--- config.mk ---
export PLATFORM = sky130hd
export DESIGN_NAME = lsq_responder_flat
export DESIGN_NICKNAME = d
export VERILOG_FILES = /design/src/verilog/lsq_pkg.sv /design/src/verilog/lsq_link_if.sv /design/src/verilog/lsq_status_enc.sv /design/src/verilog/lsq_responder.sv /design/src/flat_wrapper.sv
export SDC_FILE = /design/constraint.sdc
export NUM_CORES = 1
export LEC_CHECK = 0
export ABC_AREA = 1
export BUFFER_PORTS_ARGS = -buffer_cell sky130_fd_sc_hd__buf_2
export CAP_MARGIN = 10
export CORE_UTILIZATION = 30
export CTS_CLUSTER_DIAMETER = 200
export DETAILED_ROUTE_END_ITERATION = 8
export SYNTH_ARGS = -nofsm -noshare
export SYNTH_HDL_FRONTEND = slang
export SYNTH_HIERARCHICAL = 1
export SYNTH_SLANG_ARGS = --single-unit
--- constraint.sdc ---
create_clock -name pclk -period 7.5 [get_ports pclk]
set_input_delay 1.875 -clock pclk [delete_from_list [all_inputs] [get_ports pclk]]
set_output_delay 1.875 -clock pclk [all_outputs]
set_load 0.01 [all_outputs]
--- src/verilog/lsq_pkg.sv ---
// Shared constants, types and helpers for the link status query link
package lsq_pkg;
  // ************************************************************
  // Packet type codes and header layout
  // ************************************************************
  localparam logic [7:0] LSQ_TYPE_QUERY = 8'h0A;
  localparam logic [7:0] LSQ_TYPE_RESP  = 8'h8A;
  localparam logic [7:0] LSQ_HDR_REV    = 8'h01;
  localparam logic [7:0] LSQ_MC_ID      = 8'h00;
  localparam logic [5:0] LSQ_B_IID      = 6'h03;
  localparam logic [5:0] LSQ_B_TYPE     = 6'h04;
  localparam logic [5:0] LSQ_B_CHAN     = 6'h05;
  localparam logic [5:0] LSQ_HDR_END    = 6'h0F;
  localparam logic [5:0] LSQ_Q_CSUM     = 6'h10;
  localparam logic [5:0] LSQ_R_CODE     = 6'h10;
  localparam logic [5:0] LSQ_R_LINK     = 6'h14;
  localparam logic [5:0] LSQ_R_OTHER    = 6'h18;
  localparam logic [5:0] LSQ_R_VEND     = 6'h1C;
  localparam logic [5:0] LSQ_R_CSUM     = 6'h20;
  localparam logic [5:0] LSQ_R_PAD      = 6'h24;
  localparam logic [5:0] LSQ_LAST       = 6'h2D;
  localparam logic [5:0] LSQ_CNT_MAX    = 6'h3F;
  // ************************************************************
  // Link status word bit positions
  // ************************************************************
  localparam int LSQ_LS_UP    = 0;
  localparam int LSQ_LS_SPD   = 1;
  localparam int LSQ_LS_AN_EN = 5;
  localparam int LSQ_LS_AN_OK = 6;
  localparam int LSQ_LS_PD    = 7;
  // ************************************************************
  // Speed and duplex codes
  // ************************************************************
  localparam logic [3:0] LSQ_SPD_NONE   = 4'h0;
  localparam logic [3:0] LSQ_SPD_10HD   = 4'h1;
  localparam logic [3:0] LSQ_SPD_10FD   = 4'h2;
  localparam logic [3:0] LSQ_SPD_100HD  = 4'h3;
  localparam logic [3:0] LSQ_SPD_100FD  = 4'h5;
  localparam logic [3:0] LSQ_SPD_1GFD   = 4'h6;
  localparam logic [3:0] LSQ_SPD_1GHD   = 4'h7;
  localparam logic [3:0] LSQ_SPD_10G    = 4'h8;
  localparam logic [3:0] LSQ_SPD_20G    = 4'h9;
  localparam logic [3:0] LSQ_SPD_25G    = 4'hA;
  localparam logic [3:0] LSQ_SPD_40G    = 4'hB;
  localparam logic [3:0] LSQ_SPD_50G    = 4'hC;
  localparam logic [3:0] LSQ_SPD_2G5    = 4'hE;
  localparam logic [3:0] LSQ_SPD_ENH    = 4'hF;
  // ************************************************************
  // Controller register map
  // ************************************************************
  localparam logic [11:0] LSQ_A_CTRL = 12'h000;
  localparam logic [11:0] LSQ_A_STAT = 12'h004;
  localparam logic [11:0] LSQ_A_LINK = 12'h008;
  localparam logic [11:0] LSQ_A_VEND = 12'h00C;
  localparam logic [11:0] LSQ_A_RESP = 12'h010;
  localparam int LSQ_C_START = 0;
  localparam int LSQ_C_CHAN  = 8;
  localparam int LSQ_C_IID   = 16;
  localparam int LSQ_S_BUSY  = 0;
  localparam int LSQ_S_DONE  = 1;
  localparam int LSQ_S_ERR   = 2;
  // ************************************************************
  // Types
  // ************************************************************
  typedef enum logic [3:0] {
    MODE_10_HD   = 4'h0,
    MODE_10_FD   = 4'h1,
    MODE_100_HD  = 4'h2,
    MODE_100_FD  = 4'h3,
    MODE_1G_HD   = 4'h4,
    MODE_1G_FD   = 4'h5,
    MODE_2G5     = 4'h6,
    MODE_10G     = 4'h7,
    MODE_20G     = 4'h8,
    MODE_25G     = 4'h9,
    MODE_40G     = 4'hA,
    MODE_50G     = 4'hB,
    MODE_ENHANCE = 4'hC
  } lsq_mode_e;
  typedef enum logic [1:0] {
    DS_RX = 2'b00,
    DS_TX = 2'b01
  } lsq_dst_e;
  typedef enum logic [1:0] {
    HS_IDLE = 2'b00,
    HS_TX   = 2'b01,
    HS_RX   = 2'b10
  } lsq_hst_e;
  // ************************************************************
  // Helpers
  // ************************************************************
  function automatic logic [31:0] lsq_csum_add(input logic [31:0] s, input logic [15:0] w);
    return s + {16'h0000, w};
  endfunction
  function automatic logic [7:0] lsq_word_byte(input logic [31:0] w, input logic [1:0] k);
    case (k)
      2'h0:    return w[31:24];
      2'h1:    return w[23:16];
      2'h2:    return w[15:8];
      default: return w[7:0];
    endcase
  endfunction
endpackage

--- src/verilog/lsq_link_if.sv ---
// Byte stream link between management controller and channel
`timescale 1ns/1ps
interface lsq_link_if;
  logic       q_valid;
  logic [7:0] q_data;
  logic       q_last;
  logic       q_ready;
  logic       r_valid;
  logic [7:0] r_data;
  logic       r_last;
  logic       r_ready;
  modport dev (input q_valid, q_data, q_last, r_ready, output q_ready, r_valid, r_data, r_last);
  modport mc  (output q_valid, q_data, q_last, r_ready, input q_ready, r_valid, r_data, r_last);
endinterface

--- src/verilog/lsq_status_enc.sv ---
// Link status word encoder for the channel
`timescale 1ns/1ps
module lsq_status_enc
  import lsq_pkg::*;
#(
  parameter bit AN_SUPPORTED = 1'b1,
  parameter bit V11_CODES    = 1'b1
) (
  input  wire logic        link_up,
  input  wire logic        lpi_active,
  input  wire logic        an_enabled,
  input  wire logic        an_complete,
  input  wire logic        serdes_mode,
  input  wire logic        parallel_detect,
  input  wire logic        mode_found,
  input  wire lsq_mode_e   highest_common_mode,
  output logic      [31:0] status_word
);
  logic       an_on;
  logic       an_ok;
  logic [3:0] spd;

  // ************************************************************
  // Mode to code mapping
  // ************************************************************
  always_comb begin
    an_on = AN_SUPPORTED & an_enabled; // [RL13] [RL15]
    an_ok = an_on & an_complete; // [RL14] [RL15]
    case (highest_common_mode)
      MODE_10_HD:   spd = LSQ_SPD_10HD; // [RL8]
      MODE_10_FD:   spd = LSQ_SPD_10FD; // [RL8]
      MODE_100_HD:  spd = LSQ_SPD_100HD; // [RL9]
      MODE_100_FD:  spd = LSQ_SPD_100FD; // [RL8]
      MODE_1G_HD:   spd = LSQ_SPD_1GHD; // [RL8]
      MODE_1G_FD:   spd = LSQ_SPD_1GFD; // [RL8]
      MODE_10G:     spd = LSQ_SPD_10G; // [RL8]
      // Older revision lacks these codes, so report nearest listed one
      MODE_2G5:     spd = V11_CODES ? LSQ_SPD_2G5 : LSQ_SPD_1GFD; // [RL10] [RL12]
      MODE_20G:     spd = V11_CODES ? LSQ_SPD_20G : LSQ_SPD_10G; // [RL10] [RL12]
      MODE_25G:     spd = V11_CODES ? LSQ_SPD_25G : LSQ_SPD_10G; // [RL10] [RL12]
      MODE_40G:     spd = V11_CODES ? LSQ_SPD_40G : LSQ_SPD_10G; // [RL10] [RL12]
      MODE_50G:     spd = V11_CODES ? LSQ_SPD_50G : LSQ_SPD_10G; // [RL10] [RL12]
      MODE_ENHANCE: spd = V11_CODES ? LSQ_SPD_ENH : LSQ_SPD_10G; // [RL11]
      default:      spd = LSQ_SPD_NONE;
    endcase
    if ((an_on && !an_ok) || serdes_mode || !mode_found) begin
      spd = LSQ_SPD_NONE; // [RL7]
    end
    status_word                  = 32'h0000_0000;
    // Low power idle keeps the link reported as up
    status_word[LSQ_LS_UP]       = link_up | lpi_active; // [RL6] [RL15]
    status_word[LSQ_LS_SPD+:4]   = spd; // [RL7]
    status_word[LSQ_LS_AN_EN]    = an_on; // [RL13]
    status_word[LSQ_LS_AN_OK]    = an_ok; // [RL14]
    status_word[LSQ_LS_PD]       = parallel_detect & an_ok; // [RL16]
  end
endmodule

--- src/verilog/lsq_responder.sv ---
// Channel end: answers link status queries on the byte link
// Operation
// RL1 - Query identified by type code 0x0A
// RL2 - Query: header, checksum, then padding
// RL3 - Response carries type code 0x8A
// RL4 - Answer unless checksum or identifier mismatch
// RL5 - Response fields at fixed byte offsets
// RL6 - Bit 0 link up; idle counts up
// RL7 - Code zero when negotiation incomplete or none
// RL8 - Listed speed codes one to eight
// RL9 - 100 half duplex reported as 0x3
// RL10 - Optional higher speeds, version dependent
// RL11 - Code 0xF points to enhanced field
// RL12 - Unlisted speed reported as closest
// RL13 - Bit 5 negotiation enabled
// RL14 - Bit 6 negotiation complete
// RL15 - Mandatory flags always provided
// RL16 - Bit 7 parallel detection used
// RL17 - Status bits from one snapshot
//
// The placing of the registers and register access over APB were decided locally.
`timescale 1ns/1ps
module lsq_responder
  import lsq_pkg::*;
#(
  parameter bit AN_SUPPORTED = 1'b1,
  parameter bit V11_CODES    = 1'b1
) (
  input  wire logic        pclk,
  input  wire logic        presetn,
  lsq_link_if.dev          lnk,
  input  wire logic [7:0]  channel_id,
  input  wire logic        link_up,
  input  wire logic        lpi_active,
  input  wire logic        an_enabled,
  input  wire logic        an_complete,
  input  wire logic        serdes_mode,
  input  wire logic        parallel_detect,
  input  wire logic        mode_found,
  input  wire lsq_mode_e   highest_common_mode,
  input  wire logic [31:0] vendor_status,
  output logic             served,
  output logic             dropped
);
  lsq_dst_e    state;
  logic [7:0]  hdr [0:15];
  logic [5:0]  rx_cnt;
  logic [7:0]  rx_hi;
  logic [31:0] rx_sum;
  logic [31:0] rx_csum;
  logic [5:0]  tx_cnt;
  logic [7:0]  tx_hi;
  logic [31:0] tx_sum;
  logic [31:0] snap_ls;
  logic [31:0] snap_vend;
  logic [31:0] enc_word;
  logic [7:0]  r_data_q;
  logic        rx_hs;
  logic        tx_hs;
  logic        accept;
  logic [5:0]  next_idx;
  logic [31:0] next_sum;
  logic [31:0] tx_csum;
  logic [7:0]  next_byte;

  // ************************************************************
  // Status encoder
  // ************************************************************
  lsq_status_enc #(
    .AN_SUPPORTED (AN_SUPPORTED),
    .V11_CODES    (V11_CODES)
  ) u_enc (
    .link_up             (link_up),
    .lpi_active          (lpi_active),
    .an_enabled          (an_enabled),
    .an_complete         (an_complete),
    .serdes_mode         (serdes_mode),
    .parallel_detect     (parallel_detect),
    .mode_found          (mode_found),
    .highest_common_mode (highest_common_mode),
    .status_word         (enc_word)
  );

  // ************************************************************
  // Handshakes and query check
  // ************************************************************
  assign lnk.q_ready = (state == DS_RX);
  assign lnk.r_valid = (state == DS_TX);
  assign lnk.r_last  = (state == DS_TX) && (tx_cnt == LSQ_LAST);
  assign lnk.r_data  = r_data_q;
  assign rx_hs       = lnk.q_valid && lnk.q_ready;
  assign tx_hs       = lnk.r_valid && lnk.r_ready;

  // Length, type, channel and checksum must all agree
  assign accept = rx_hs && lnk.q_last && (rx_cnt == LSQ_LAST) // [RL2]
                  && (hdr[LSQ_B_TYPE[3:0]] == LSQ_TYPE_QUERY) // [RL1]
                  && (hdr[LSQ_B_CHAN[3:0]] == channel_id) // [RL4]
                  && ((rx_sum + rx_csum) == 32'h0000_0000); // [RL4]

  // ************************************************************
  // Receive side
  // ************************************************************
  always_ff @(posedge pclk or negedge presetn) begin
    if (!presetn) begin
      rx_cnt <= 6'h00;
    end else if (rx_hs) begin
      if (lnk.q_last) begin
        rx_cnt <= 6'h00;
      end else if (rx_cnt != LSQ_CNT_MAX) begin
        rx_cnt <= rx_cnt + 6'h01;
      end
    end
  end

  always_ff @(posedge pclk or negedge presetn) begin
    if (!presetn) begin
      for (int i = 0; i < 16; i++) begin
        hdr[i] <= 8'h00;
      end
    end else if (rx_hs && rx_cnt <= LSQ_HDR_END) begin
      hdr[rx_cnt[3:0]] <= lnk.q_data; // [RL2]
    end
  end

  always_ff @(posedge pclk or negedge presetn) begin
    if (!presetn) begin
      rx_hi   <= 8'h00;
      rx_sum  <= 32'h0000_0000;
      rx_csum <= 32'h0000_0000;
    end else if (rx_hs) begin
      rx_hi <= lnk.q_data;
      if (lnk.q_last) begin
        rx_sum <= 32'h0000_0000;
      end else if (rx_cnt <= LSQ_HDR_END && rx_cnt[0]) begin
        rx_sum <= lsq_csum_add(rx_sum, {rx_hi, lnk.q_data}); // [RL4]
      end
      if (rx_cnt >= LSQ_Q_CSUM && rx_cnt < LSQ_Q_CSUM + 6'h04) begin
        rx_csum <= {rx_csum[23:0], lnk.q_data}; // [RL2]
      end
    end
  end

  // ************************************************************
  // Control state
  // ************************************************************
  always_ff @(posedge pclk or negedge presetn) begin
    if (!presetn) begin
      state <= DS_RX;
    end else begin
      case (state)
        DS_RX: begin
          if (accept) begin
            state <= DS_TX; // [RL4]
          end
        end
        DS_TX: begin
          if (tx_hs && tx_cnt == LSQ_LAST) begin
            state <= DS_RX;
          end
        end
        default: state <= DS_RX;
      endcase
    end
  end

  always_ff @(posedge pclk or negedge presetn) begin
    if (!presetn) begin
      served  <= 1'b0;
      dropped <= 1'b0;
    end else begin
      served  <= accept;
      dropped <= rx_hs && lnk.q_last && !accept;
    end
  end

  // One capture per answer, so the speed code and flags never disagree
  always_ff @(posedge pclk or negedge presetn) begin
    if (!presetn) begin
      snap_ls   <= 32'h0000_0000;
      snap_vend <= 32'h0000_0000;
    end else if (accept) begin
      snap_ls   <= enc_word; // [RL17]
      snap_vend <= vendor_status; // [RL17]
    end
  end

  // ************************************************************
  // Response byte builder
  // ************************************************************
  always_comb begin
    next_idx = tx_cnt + 6'h01;
    next_sum = tx_sum;
    if (tx_cnt < LSQ_R_CSUM && tx_cnt[0]) begin
      next_sum = lsq_csum_add(tx_sum, {tx_hi, r_data_q});
    end
    tx_csum = ~next_sum + 32'h0000_0001;
    if (next_idx <= LSQ_HDR_END) begin
      if (next_idx == LSQ_B_TYPE) begin
        next_byte = LSQ_TYPE_RESP; // [RL3]
      end else begin
        next_byte = hdr[next_idx[3:0]];
      end
    end else if (next_idx < LSQ_R_LINK) begin
      next_byte = 8'h00; // [RL5]
    end else if (next_idx < LSQ_R_OTHER) begin
      next_byte = lsq_word_byte(snap_ls, next_idx[1:0]); // [RL5]
    end else if (next_idx < LSQ_R_VEND) begin
      next_byte = 8'h00; // [RL5]
    end else if (next_idx < LSQ_R_CSUM) begin
      next_byte = lsq_word_byte(snap_vend, next_idx[1:0]); // [RL5]
    end else if (next_idx < LSQ_R_PAD) begin
      next_byte = lsq_word_byte(tx_csum, next_idx[1:0]); // [RL5]
    end else begin
      next_byte = 8'h00; // [RL5]
    end
  end

  // ************************************************************
  // Transmit side
  // ************************************************************
  always_ff @(posedge pclk or negedge presetn) begin
    if (!presetn) begin
      tx_cnt   <= 6'h00;
      tx_hi    <= 8'h00;
      tx_sum   <= 32'h0000_0000;
      r_data_q <= 8'h00;
    end else if (accept) begin
      tx_cnt   <= 6'h00;
      tx_sum   <= 32'h0000_0000;
      r_data_q <= hdr[0];
    end else if (tx_hs && tx_cnt != LSQ_LAST) begin
      tx_cnt   <= next_idx;
      tx_hi    <= r_data_q;
      tx_sum   <= next_sum;
      r_data_q <= next_byte;
    end
  end
endmodule

--- src/flat_wrapper.sv ---
// flat-port wrapper written by rule: the top's interface ports become plain ports
module lsq_responder_flat import lsq_pkg::*;
#(
  parameter bit AN_SUPPORTED = 1'b1,
  parameter bit V11_CODES    = 1'b1
)
  (pclk, presetn, channel_id, link_up, lpi_active, an_enabled, an_complete, serdes_mode, parallel_detect, mode_found, highest_common_mode, vendor_status, served, dropped, lnk_q_valid, lnk_q_data, lnk_q_last, lnk_r_ready, lnk_q_ready, lnk_r_valid, lnk_r_data, lnk_r_last);
  lsq_link_if lnk_i ();
  input  wire logic pclk;
  input  wire logic presetn;
  input  wire logic [7:0] channel_id;
  input  wire logic link_up;
  input  wire logic lpi_active;
  input  wire logic an_enabled;
  input  wire logic an_complete;
  input  wire logic serdes_mode;
  input  wire logic parallel_detect;
  input  wire logic mode_found;
  input  wire lsq_mode_e highest_common_mode;
  input  wire logic [31:0] vendor_status;
  output logic served;
  output logic dropped;
  input wire logic [$bits(lnk_i.q_valid)-1:0] lnk_q_valid;
  input wire logic [$bits(lnk_i.q_data)-1:0] lnk_q_data;
  input wire logic [$bits(lnk_i.q_last)-1:0] lnk_q_last;
  input wire logic [$bits(lnk_i.r_ready)-1:0] lnk_r_ready;
  output wire logic [$bits(lnk_i.q_ready)-1:0] lnk_q_ready;
  output wire logic [$bits(lnk_i.r_valid)-1:0] lnk_r_valid;
  output wire logic [$bits(lnk_i.r_data)-1:0] lnk_r_data;
  output wire logic [$bits(lnk_i.r_last)-1:0] lnk_r_last;
  assign lnk_i.q_valid = lnk_q_valid;
  assign lnk_i.q_data = lnk_q_data;
  assign lnk_i.q_last = lnk_q_last;
  assign lnk_i.r_ready = lnk_r_ready;
  assign lnk_q_ready = lnk_i.q_ready;
  assign lnk_r_valid = lnk_i.r_valid;
  assign lnk_r_data = lnk_i.r_data;
  assign lnk_r_last = lnk_i.r_last;
  lsq_responder #(.AN_SUPPORTED(AN_SUPPORTED), .V11_CODES(V11_CODES)) u_core (.pclk(pclk), .presetn(presetn), .lnk(lnk_i), .channel_id(channel_id), .link_up(link_up), .lpi_active(lpi_active), .an_enabled(an_enabled), .an_complete(an_complete), .serdes_mode(serdes_mode), .parallel_detect(parallel_detect), .mode_found(mode_found), .highest_common_mode(highest_common_mode), .vendor_status(vendor_status), .served(served), .dropped(dropped));
endmodule
==> flow_summary.toml, run 1 <==
[status]
status = "complete, no violations"

[clocking]
post_cts_buffers = 0
cts_buffers = 43
cts-root-buf = "clkbuf_16"
clock_latency_ns = 0.58
cts_buffer_depth = 3
htreeDepth = 2
postCtsHoldBufs = 0
cts.repair.resized = 0
cts_tree = "yes"
cts.sinks = 327
clk_pin_slew_ns = 0.06

[synth]
yosysTopAreaCell = "dfrtp_1"
synth_fa_ha_area_share_pct = 4.81
yosysTopAreaCellShare_pct = 39.4
async_reset_ff_share_pct = 100
yosys_warnings = 6
synth_top_family_by_area = "simple AND/OR/NAND/NOR gates"
synth_compound_area_share_pct = 14.5
ys_ff_latch = 327
synth-simple-area-share_pct = 30.5
synthDistinctLibCells = 66
ys.flop_type = "dfrtp_1"
syn-cell-area_mm2 = 0.0208
yosys-top-cells-area = "dfrtp_1 (39%), nand2_1 (17%), o21ai_0 (6.4%)"
synth_xor_xnor_area_share_pct = 1.56
yosysSeqAreaShare_pct = 39.4
netlist_instances = 2933
muxShareOfSynthArea_pct = 0.379
avgSynthCellArea_um2 = 7.08
synth-edff-count = 0

[timing]
skew_ns = 0.0193
slew-limit-headroom_pct = 20.9
rsz0062_at_grt = "false"
setup_tns_ns = 0
finalCritPeriodShare_pct = 70.6
max_freq_mhz = 189
final-hold-violation-count = 0
worst_slew_pin_slew_ns = 1.18
setup_violations = 0
post-route-min-period_ns = 5.29
drv_slew = 0
fin_ws_ns = 2.21

[finish]
regArea_mm2 = 0.00818
drive_gt1_share_pct = 8.08
multi_input_area_mm2 = 0.0108
n_antenna_cell = 0
fillers = 7387
nNetsFinal = 3107
areaGrowthSynthToFinish_pct = 12.3

[critical_path]
cp-end-kind = "output pin"
startpoint_type = "register"
path_cells = "inv_1 -> ha_1 -> inv_1 -> nor4_1 -> inv_1 -> nor2_1 -> buf_2"
required_ns = 5.62
cp_slowest_cell = "ha_1"
arrival_ns = 3.42
max_stage_delay_ns = 0.81
critPathBufInv = 4
crit_path_frequent_cell = "inv_1"
critical_path_class = "reg -> out"
crit_family = "simple AND/OR/NAND/NOR gates"
critPathMaxFanout = 21

[drt]
wl_per_cell_um = 15.7
vias_per_cell = 4.88
drc = 0
first_iter_violations = 1662
dr.pass1.iters = 6
wirelength_um = 61700
ant_nets = 0
num_vias = 19200

[pwr]
power.share.clock_pct = 22.5
intPower_uw = 4950
seqPwrFrac_pct = 28.1
swShare_pct = 46.8
p_leak_uw = 0.0117
p_per_area_mw_per_mm2 = 399
vdd_drop_max_mv = 0.197
p_sw_uw = 4360
combPwrFrac_pct = 49.4

[floorplanning]
coreArea_mm2 = 0.0686
die_h_um = 265
start_util_pct = 30.3
io_pins = 77
rows = 96
die_w_um = 265
dieArea_mm2 = 0.0703

[global_routing]
grt_usage_pct = 17.7
antenna_found_initial = 0
grt_pass1_vias = 18100
grt_pass1_wl_um = 100000
gr-total-overflow = 0
grt_max_degree = 165

[place]
hpwlAfterDp_um = 43500
place_ws_ns = 1.92
io_buffer_count = 76
gp_congestion = 0.895

[flow_run]
maxCapViolCount = 0

[min_path]
hp-class = "reg -> reg"
[metal layers]
metal / global-route usage [%] / part of all wire (%) / up-vias
li1: - / - / 9629
met1: 25.0 / 49 / 9020
met2: 28.2 / 45 / 447
met3: 2.44 / 4.4 / 80
met4: 4.47 / 2.0 / 0
met5: 0 / 0 / -
[through the flow]
step                util, %  cell area [µm²]  cells  hold WS, ns  total power, µW
finish                 34.0            23300   3927        0.478             9310
global route           34.0            23300   3927        0.492            10100
CTS                    34.0            23300   3927        0.482             9340
detailed placement     31.9            21900   3851        0.461             7190
global placement       31.9            21900   3851        0.461             7150
floorplan                 -            20900   2956        0.444             5890
[path summary, 6_finish.rpt]
check                              startpoint                 end  slack, ns  cells past startpoint
max                          u_core/tx_cnt[1]          lnk_r_last       2.21                      7
min                        u_core/snap_ls[31]  u_core/snap_ls[31]       0.48                      2
max reg2reg                  u_core/rx_sum[0]    u_core/tx_cnt[0]       2.73                     20
min reg2reg                u_core/snap_ls[31]  u_core/snap_ls[31]       0.48                      2
max in group asynchronous             presetn      u_core/hdr[24]       4.65                      2
min in group asynchronous             presetn  u_core/rx_csum[28]       1.32                      1
[registers in the layout, summed over array words and instances, names as in the netlist]
register,cells
u_core/hdr,128
u_core/served,1
u_core/snap_ls,32
u_core/lnk.r_data,8
u_core/rx_hi,8
u_core/rx_sum,32
u_core/tx_hi,8
u_core/rx_cnt,6
u_core/state,1
u_core/dropped,1
u_core/tx_sum,32
u_core/snap_vend,32
u_core/tx_cnt,6
u_core/rx_csum,32
[cell type report]
| cell class | instances | share of cell area (%) |
|---|---|---|
| Multi-Input combinational cell | 2181 | 46.4 |
| Tap cell | 931 | 4.99 |
| Clock inverter | 12 | 0.756 |
| Clock buffer | 64 | 5.38 |
| Sequential cell | 327 | 35.1 |
| Timing Repair Buffer | 90 | 2.18 |
| Inverter | 322 | 5.19 |
[power groups by stage]
stage,combinational (µW),sequential (µW),clock (µW)
after global placement,4510,2630,0
final,4600,2620,2100
after floorplan,3410,2480,0
after global routing,5240,2670,2220
after detailed placement,4550,2640,0
after CTS,4570,2610,2160
[worst min-delay path: stages (launching register included)]
cell	delay [ns]
dfrtp_1	0.34
nand2_1	0.06
nand2_1	0.05
[kinds of logic after synthesis]
family,Yosys count
xor+xnor,37
other cells,1
simple gates,1497
flops,327
compound gates,538
fa+ha+maj,78
buf+inv,448
mux,7
[layout by cell type (no fill, tap or decap), drive strengths merged, types with 5 or more instances in the layout]
master / count
inv: 321
dfrtp: 327
a21oi: 139
nand4: 60
mux2: 7
o22ai: 36
o21bai: 6
clkinv: 10
conb: 24
or2: 14
nor2: 220
nand3: 161
xnor2: 7
ha: 75
o221ai: 8
xor2: 30
nand2: 973
a32oi: 5
buf: 90
o21ai: 286
a21o: 6
a221oi: 7
a22oi: 9
nor4: 15
nand3b: 10
clkbuf: 64
o31ai: 8
nor3: 37
a31oi: 11
[cells in the mapped netlist (3+ instances only)]
cell / number
buf_2: 16
nand4_1: 59
ha_1: 75
a21o_1: 5
nor2_1: 203
clkbuf_1: 71
nand2_2: 13
nor2_4: 3
or2_2: 10
or2_1: 3
a21oi_2: 5
xnor2_1: 7
a221oi_1: 7
o21bai_1: 4
nand3_2: 6
a22oi_1: 9
nand3_1: 154
nor4_1: 14
o311ai_0: 3
a32oi_1: 5
nor2_2: 14
o21ai_1: 17
buf_1: 3
o21ai_2: 4
fa_1: 3
nor3_1: 36
o221ai_1: 8
buf_4: 32
nand2_1: 958
mux2_2: 7
o31ai_1: 8
dfrtp_1: 327
inv_2: 12
inv_1: 303
nand3b_1: 10
xor2_1: 30
o211ai_1: 3
o22ai_1: 36
o21ai_0: 265
buf_6: 4
a21oi_1: 134
a32o_1: 3
a31oi_1: 11
clkinv_1: 6
Note: power is estimated with default switching activity, not from simulation.
==> run 2, diff against run 1 <==
--- a/config.mk
+++ b/config.mk
@@ -5,7 +5,7 @@
 export SDC_FILE = /design/constraint.sdc
 export NUM_CORES = 1
 export LEC_CHECK = 0
-export ABC_AREA = 1
+export ABC_AREA = 0
 export BUFFER_PORTS_ARGS = -buffer_cell sky130_fd_sc_hd__buf_2
 export CAP_MARGIN = 10
 export CORE_UTILIZATION = 30
==> constraint.sdc (replaced) <==
create_clock -name pclk -period 5 [get_ports pclk]
set_input_delay 1.25 -clock pclk [delete_from_list [all_inputs] [get_ports pclk]]
set_output_delay 1.25 -clock pclk [all_outputs]
set_load 0.01 [all_outputs]
==> flow_summary.toml, run 2 <==
[pwr]
swShare_pct = 27.2
p_sw_uw = 1900
seqPwrFrac_pct = 44.5
power.share.clock_pct = 41.2
p_per_area_mw_per_mm2 = 305
p_leak_uw = 0.0105
combPwrFrac_pct = 14.3
vdd_drop_max_mv = 0.189
intPower_uw = 5090

[critical_path]
critPathMaxFanout = 23
r2r_cells = 12
arrival_ns = 3.18
cp-end-kind = "output pin"
required_ns = 3.75
startpoint_type = "register"
max_stage_delay_ns = 0.93
reg2reg_from = "u_core/lnk.r_data[6]"
path_cells = "buf_4 -> ha_1 -> nand4_1 -> nor2_1 -> buf_2"
critical_path_class = "reg -> out"
cp_slowest_cell = "ha_1"
rrSetupSlack_ns = 0.58
crit_family = "adder cells"
r2r_end = "u_core/lnk.r_data[7]"
critPathBufInv = 2

[global_routing]
grt_use_met3_pct = 2.72
grt_max_degree = 113
grt_usage_pct = 16.8
met2_usage_pct = 27.5
grt_pass1_wl_um = 92200
grt_pass1_vias = 15900
antenna_found_initial = 0
global_route.usage.met1_pct = 22.8
gr-total-overflow = 0
grt-busiest-layer = "met2"

[synth]
netlist_instances = 1988
yosysTopAreaCellShare_pct = 40.1
syn-cell-area_mm2 = 0.0204
synth_most_common_cell = "dfrtp_1"
yosysTopAreaCell = "dfrtp_1"
yosys-top-cells-area = "dfrtp_1 (40%), mux2_2 (12%), ha_1 (4.6%)"
synthDistinctLibCells = 100
synth-edff-count = 0
ys.flop_type = "dfrtp_1"
yosys_warnings = 6
avgSynthCellArea_um2 = 10.3
synth_commonest_cells = "dfrtp_1 (327), mux2_2 (213), nand2_1 (197)"
yosysSeqAreaShare_pct = 40.1
ys_ff_latch = 327
async_reset_ff_share_pct = 100

[drt]
ant_nets = 0
dr.pass1.iters = 6
drc = 0
wl_per_cell_um = 19.8
vias_per_cell = 5.37
first_iter_violations = 1367
num_vias = 15800
wirelength_um = 58100

[finish]
utilization_pct = 34.0
final_cell_mix = "dfrtp_1 (326), mux2_2 (213), nand2_1 (197)"
drive_gt1_share_pct = 23.3
areaGrowthSynthToFinish_pct = 12.2
largest_reg_flops = 128
nNetsFinal = 2181
fin_area_mm2 = 0.0229
final_common_cell = "dfrtp_1"
top_register = "u_core/hdr"
n_antenna_cell = 0

[timing]
setup_violations = 0
finalCritPeriodShare_pct = 88.5
fin_ws_ns = 0.575
drv_slew = 0
skew_ns = 0.0332
post-route-min-period_ns = 4.43
slew-limit-headroom_pct = 29.9
setup_tns_ns = 0
max_freq_mhz = 226
rsz0062_at_grt = "false"
fin_hold_ws_ns = 0.495
final-hold-violation-count = 0
worst_slew_pin_slew_ns = 1.05

[clocking]
htreeDepth = 2
cts-root-buf = "clkbuf_16"
cts.repair.resized = 0
cts.sinks = 327
postCtsHoldBufs = 0
post_cts_buffers = 0
cts_buffer_depth = 3
clock_latency_ns = 0.57
clk_pin_slew_ns = 0.07
cts_tree = "yes"
cts_buffers = 38

[place]
io_buffer_count = 76
place_area_mm2 = 0.0216
gp_congestion = 0.889
hpwlAfterDp_um = 42200
place_ws_ns = 0.580

[status]
status = "complete, no violations"

[min_path]
hp-class = "reg -> reg"
hold_end = "u_core/snap_vend[7]"
min_path_cells = 1
hold_start = "u_core/snap_vend[7]"

[floorplanning]
io_pins = 77
die_w_um = 263
coreArea_mm2 = 0.0673
dieArea_mm2 = 0.0691
rows = 95
start_util_pct = 30.4
die_h_um = 263

[flow_run]
maxCapViolCount = 0
run 2: cell count changes after synthesis, moves of 43 or more:
cell | previous run | this run
a21oi_1 | 134 | 91
mux2_2 | 7 | 213
o21ai_0 | 265 | 101
xnor2_1 | 7 | 53
nor2_1 | 203 | 107
nand2_1 | 958 | 197
nand3_1 | 154 | 81
inv_1 | 303 | 47
run 2: layout make-up:
class	count	area [µm²]
Timing Repair Buffer	119	751
Fill cell	6769	44400
Multi-Input combinational cell	1505	11400
Sequential cell	327	8180
Clock inverter	17	205
Clock buffer	50	1080
Inverter	48	180
Tap cell	873	1090
run 2: through the flow:
step                      std cells  power [µW]
final                          2939        6990
after global routing           2939        7310
after CTS                      2939        7070
after detailed placement       2872        4160
after global placement         2872        4120
after floorplan                2011        3770
run 2: how the worst max path moves through the flow:
stage	startpoint	end	slack [ns]	cells after the start
5_1_grt	u_core/lnk.r_data[0]	u_core/lnk.r_data[4]	0.23	15
3_3_place_gp	u_core/lnk.r_data[1]	u_core/lnk.r_data[5]	0.61	12
2_1_floorplan	u_core/tx_cnt[0]	u_core/lnk.r_data[5]	0.09	16
6_report	u_core/tx_cnt[0]	lnk_r_last	0.57	5
4_1_cts	u_core/lnk.r_data[6]	u_core/lnk.r_data[3]	0.56	13
3_5_place_dp	u_core/lnk.r_data[6]	u_core/lnk.r_data[3]	0.58	13
run 2: cells by family after synthesis:
family / share of synthesized area, %
simple gates: 14.8
compound gates: 14.3
flops: 40.1
mux: 17.4
buf+inv: 4.52
xor+xnor: 3.99
fa+ha+maj: 4.89
other cells: 0.0184
run 2: worst register-to-register path: cells and delay by family, from the launching register on:
| kind | cells | cell delay, ns |
|---|---|---|
| AO/OA/AOI/OAI | 7 | 2.29 |
| adder cells (fa/ha/maj) | 1 | 0.53 |
| flip-flops | 1 | 0.48 |
| AND/OR/NAND/NOR | 4 | 0.98 |
run 2: routing by layer:
layer / vias to the layer above / routed length (µm)
met5: - / 0
met4: 0 / 1190
met3: 72 / 2960
met2: 404 / 27400
met1: 7917 / 26600
li1: 7394 / -
run 2: power by group through the flow:
stage	Clock [µW]	Sequential, µW	Combinational, µW
finish	2880	3110	998
global route	3070	3140	1100
CTS	2960	3110	1010
detailed placement	0	3160	1000
global placement	0	3140	977
floorplan	0	3060	710
==> run 3, diff against run 2 <==
--- a/config.mk
+++ b/config.mk
@@ -11,6 +11,8 @@
 export CORE_UTILIZATION = 30
 export CTS_CLUSTER_DIAMETER = 200
 export DETAILED_ROUTE_END_ITERATION = 8
+export GPL_TIMING_DRIVEN = 0
+export REMOVE_ABC_BUFFERS = 1
 export SYNTH_ARGS = -nofsm -noshare
 export SYNTH_HDL_FRONTEND = slang
 export SYNTH_HIERARCHICAL = 1
==> flow_summary.toml, run 3 (synthesized netlist as in run 2, its figures left out) <==
[critical_path]
crit_family = "simple AND/OR/NAND/NOR gates"
cp_slowest_cell = "nor3b_1"
path_cells = "ha_1 -> fa_1 -> a211oi_2 -> o21ai_1 -> and3_1 -> nor3_1 -> o31a_1 -> or2b_2 -> nor3b_1 -> nand4_1 -> xnor2_1 -> a221oi_1 -> o21ai_0"
max_stage_delay_ns = 0.71
critPathBufInv = 0
critical_path_class = "reg -> reg"
startpoint_type = "register"
critPathMaxFanout = 7
cp-end-kind = "register"
required_ns = 5.42
arrival_ns = 5.09

[timing]
slew-limit-headroom_pct = 24.8
setup_tns_ns = 0
post-route-min-period_ns = 4.67
rsz0062_at_grt = "false"
worst_slew_pin_slew_ns = 1.13
drv_slew = 0
max_freq_mhz = 214
setup_violations = 0
skew_ns = 0.0165
finalCritPeriodShare_pct = 93.3
final-hold-violation-count = 0
fin_ws_ns = 0.334

[finish]
areaGrowthSynthToFinish_pct = 12.4
nNetsFinal = 2159
drive_gt1_share_pct = 22.8
final_common_cell = "dfrtp_1"
fillers = 6706
largest_reg_flops = 128
final_cell_mix = "dfrtp_1 (326), mux2_2 (213), nand2_1 (197)"
top_register = "u_core/hdr"
fin_area_mm2 = 0.0229

[clocking]
clk_pin_slew_ns = 0.06
cts_tree = "yes"
clock_latency_ns = 0.56
cts.sinks = 327
cts_buffers = 38
htreeDepth = 2
cts_buffer_depth = 3
cts-root-buf = "clkbuf_16"

[drt]
ant_nets = 0
first_iter_violations = 1261
vias_per_cell = 5.41
dr.pass1.iters = 8
wirelength_um = 55100
wl_per_cell_um = 18.9
drc = 0
num_vias = 15800

[global_routing]
grt_usage_pct = 15.7
grt_pass1_vias = 15800
grt_max_degree = 108
gr-total-overflow = 0
grt_pass1_wl_um = 87500
antenna_found_initial = 1

[pwr]
p_per_area_mw_per_mm2 = 304
vdd_drop_max_mv = 0.272
p_leak_uw = 0.0105

[place]
hpwlAfterDp_um = 39500
place_ws_ns = -0.771
gp_congestion = 0.855
place_area_mm2 = 0.0216
io_buffer_count = 76

[min_path]
hp-class = "reg -> reg"

[status]
status = "complete, no violations"

[floorplanning]
io_pins = 77
start_util_pct = 30.4
die_h_um = 263
dieArea_mm2 = 0.0691
coreArea_mm2 = 0.0673
die_w_um = 263
rows = 95

[flow_run]
maxCapViolCount = 0
==> run 3: cell count changes in the layout (fill, tap and decap cells not counted), sizes merged <==
cell,delta
buf,-23
bufinv,+2
clkbuf,-2
clkinv,+2
clkinvlp,-2
diode,+1
==> run 3: what timing repair did <==
| item | CTS | global route |
|---|---|---|
| pin swaps | 1 | 0 |
| endpoints found under the setup margin | 27 | 5 |
| setup buffers | 2 | 0 |
| resized for setup | 0 | 3 |
| hold buffers | 0 | 0 |
==> run 3: area by class of cell <==
class | count | area [µm²] | area share (%)
multi-input cells | 1505 | 11500 | 49.9
clock buffers | 47 | 1030 | 4.51
well taps | 873 | 1090 | 4.76
inverters | 48 | 180 | 0.785
flip-flops and latches | 327 | 8180 | 35.7
clock inverters | 19 | 241 | 1.05
repair buffers | 97 | 758 | 3.30
diodes | 1 | 2.50 | 0.0109
==> run 3: tightest hold or removal path, cell delays in order (launching register included) <==
cell and delay [ns]:
dfrtp_1 0.34, nand2_1 0.05, nand2_1 0.06
==> run 3: metrics by stage <==
stage / total power, µW / util [%] / std cells / hold slack [ns]
2_1_floorplan: 3750 / - / 1880 / 0.452
3_3_place_gp: 4060 / 31.6 / 2829 / 0.469
3_5_place_dp: 4130 / 32.1 / 2844 / 0.470
4_1_cts: 7050 / 34.0 / 2912 / 0.486
5_1_grt: 7280 / 34.1 / 2916 / 0.509
6_report: 6970 / 34.1 / 2917 / 0.485
==> run 3: path summary, 6_finish.rpt <==
path | start | end | slack [ns] | depth (start not counted)
setup / recovery | u_core/lnk.r_data[0] | u_core/lnk.r_data[3] | 0.33 | 13
hold / removal | u_core/rx_hi[0] | u_core/rx_hi[0] | 0.48 | 2
setup reg to reg | u_core/lnk.r_data[0] | u_core/lnk.r_data[3] | 0.33 | 13
hold reg to reg | u_core/rx_hi[0] | u_core/rx_hi[0] | 0.48 | 2
max in group asynchronous | presetn | u_core/rx_sum[10] | 3.16 | 3
min in group asynchronous | presetn | u_core/tx_hi[7] | 0.53 | 1
==> run 3: routing by layer <==
| layer | vias to the layer above | share of wire, % | global-route usage (%) |
|---|---|---|---|
| li1 | 7329 | - | - |
| met1 | 7975 | 45 | 21.1 |
| met2 | 424 | 48 | 26.6 |
| met3 | 64 | 4.6 | 2.21 |
| met4 | 2 | 1.8 | 3.98 |
| met5 | - | 0.036 | 0 |
==> run 3: where the power goes <==
group	internal [µW]	switching, µW	leakage [µW]	total (µW)
combinational	491	488	0.00540	980
clock	1730	1150	0.000635	2880
sequential	2910	200	0.00443	3110
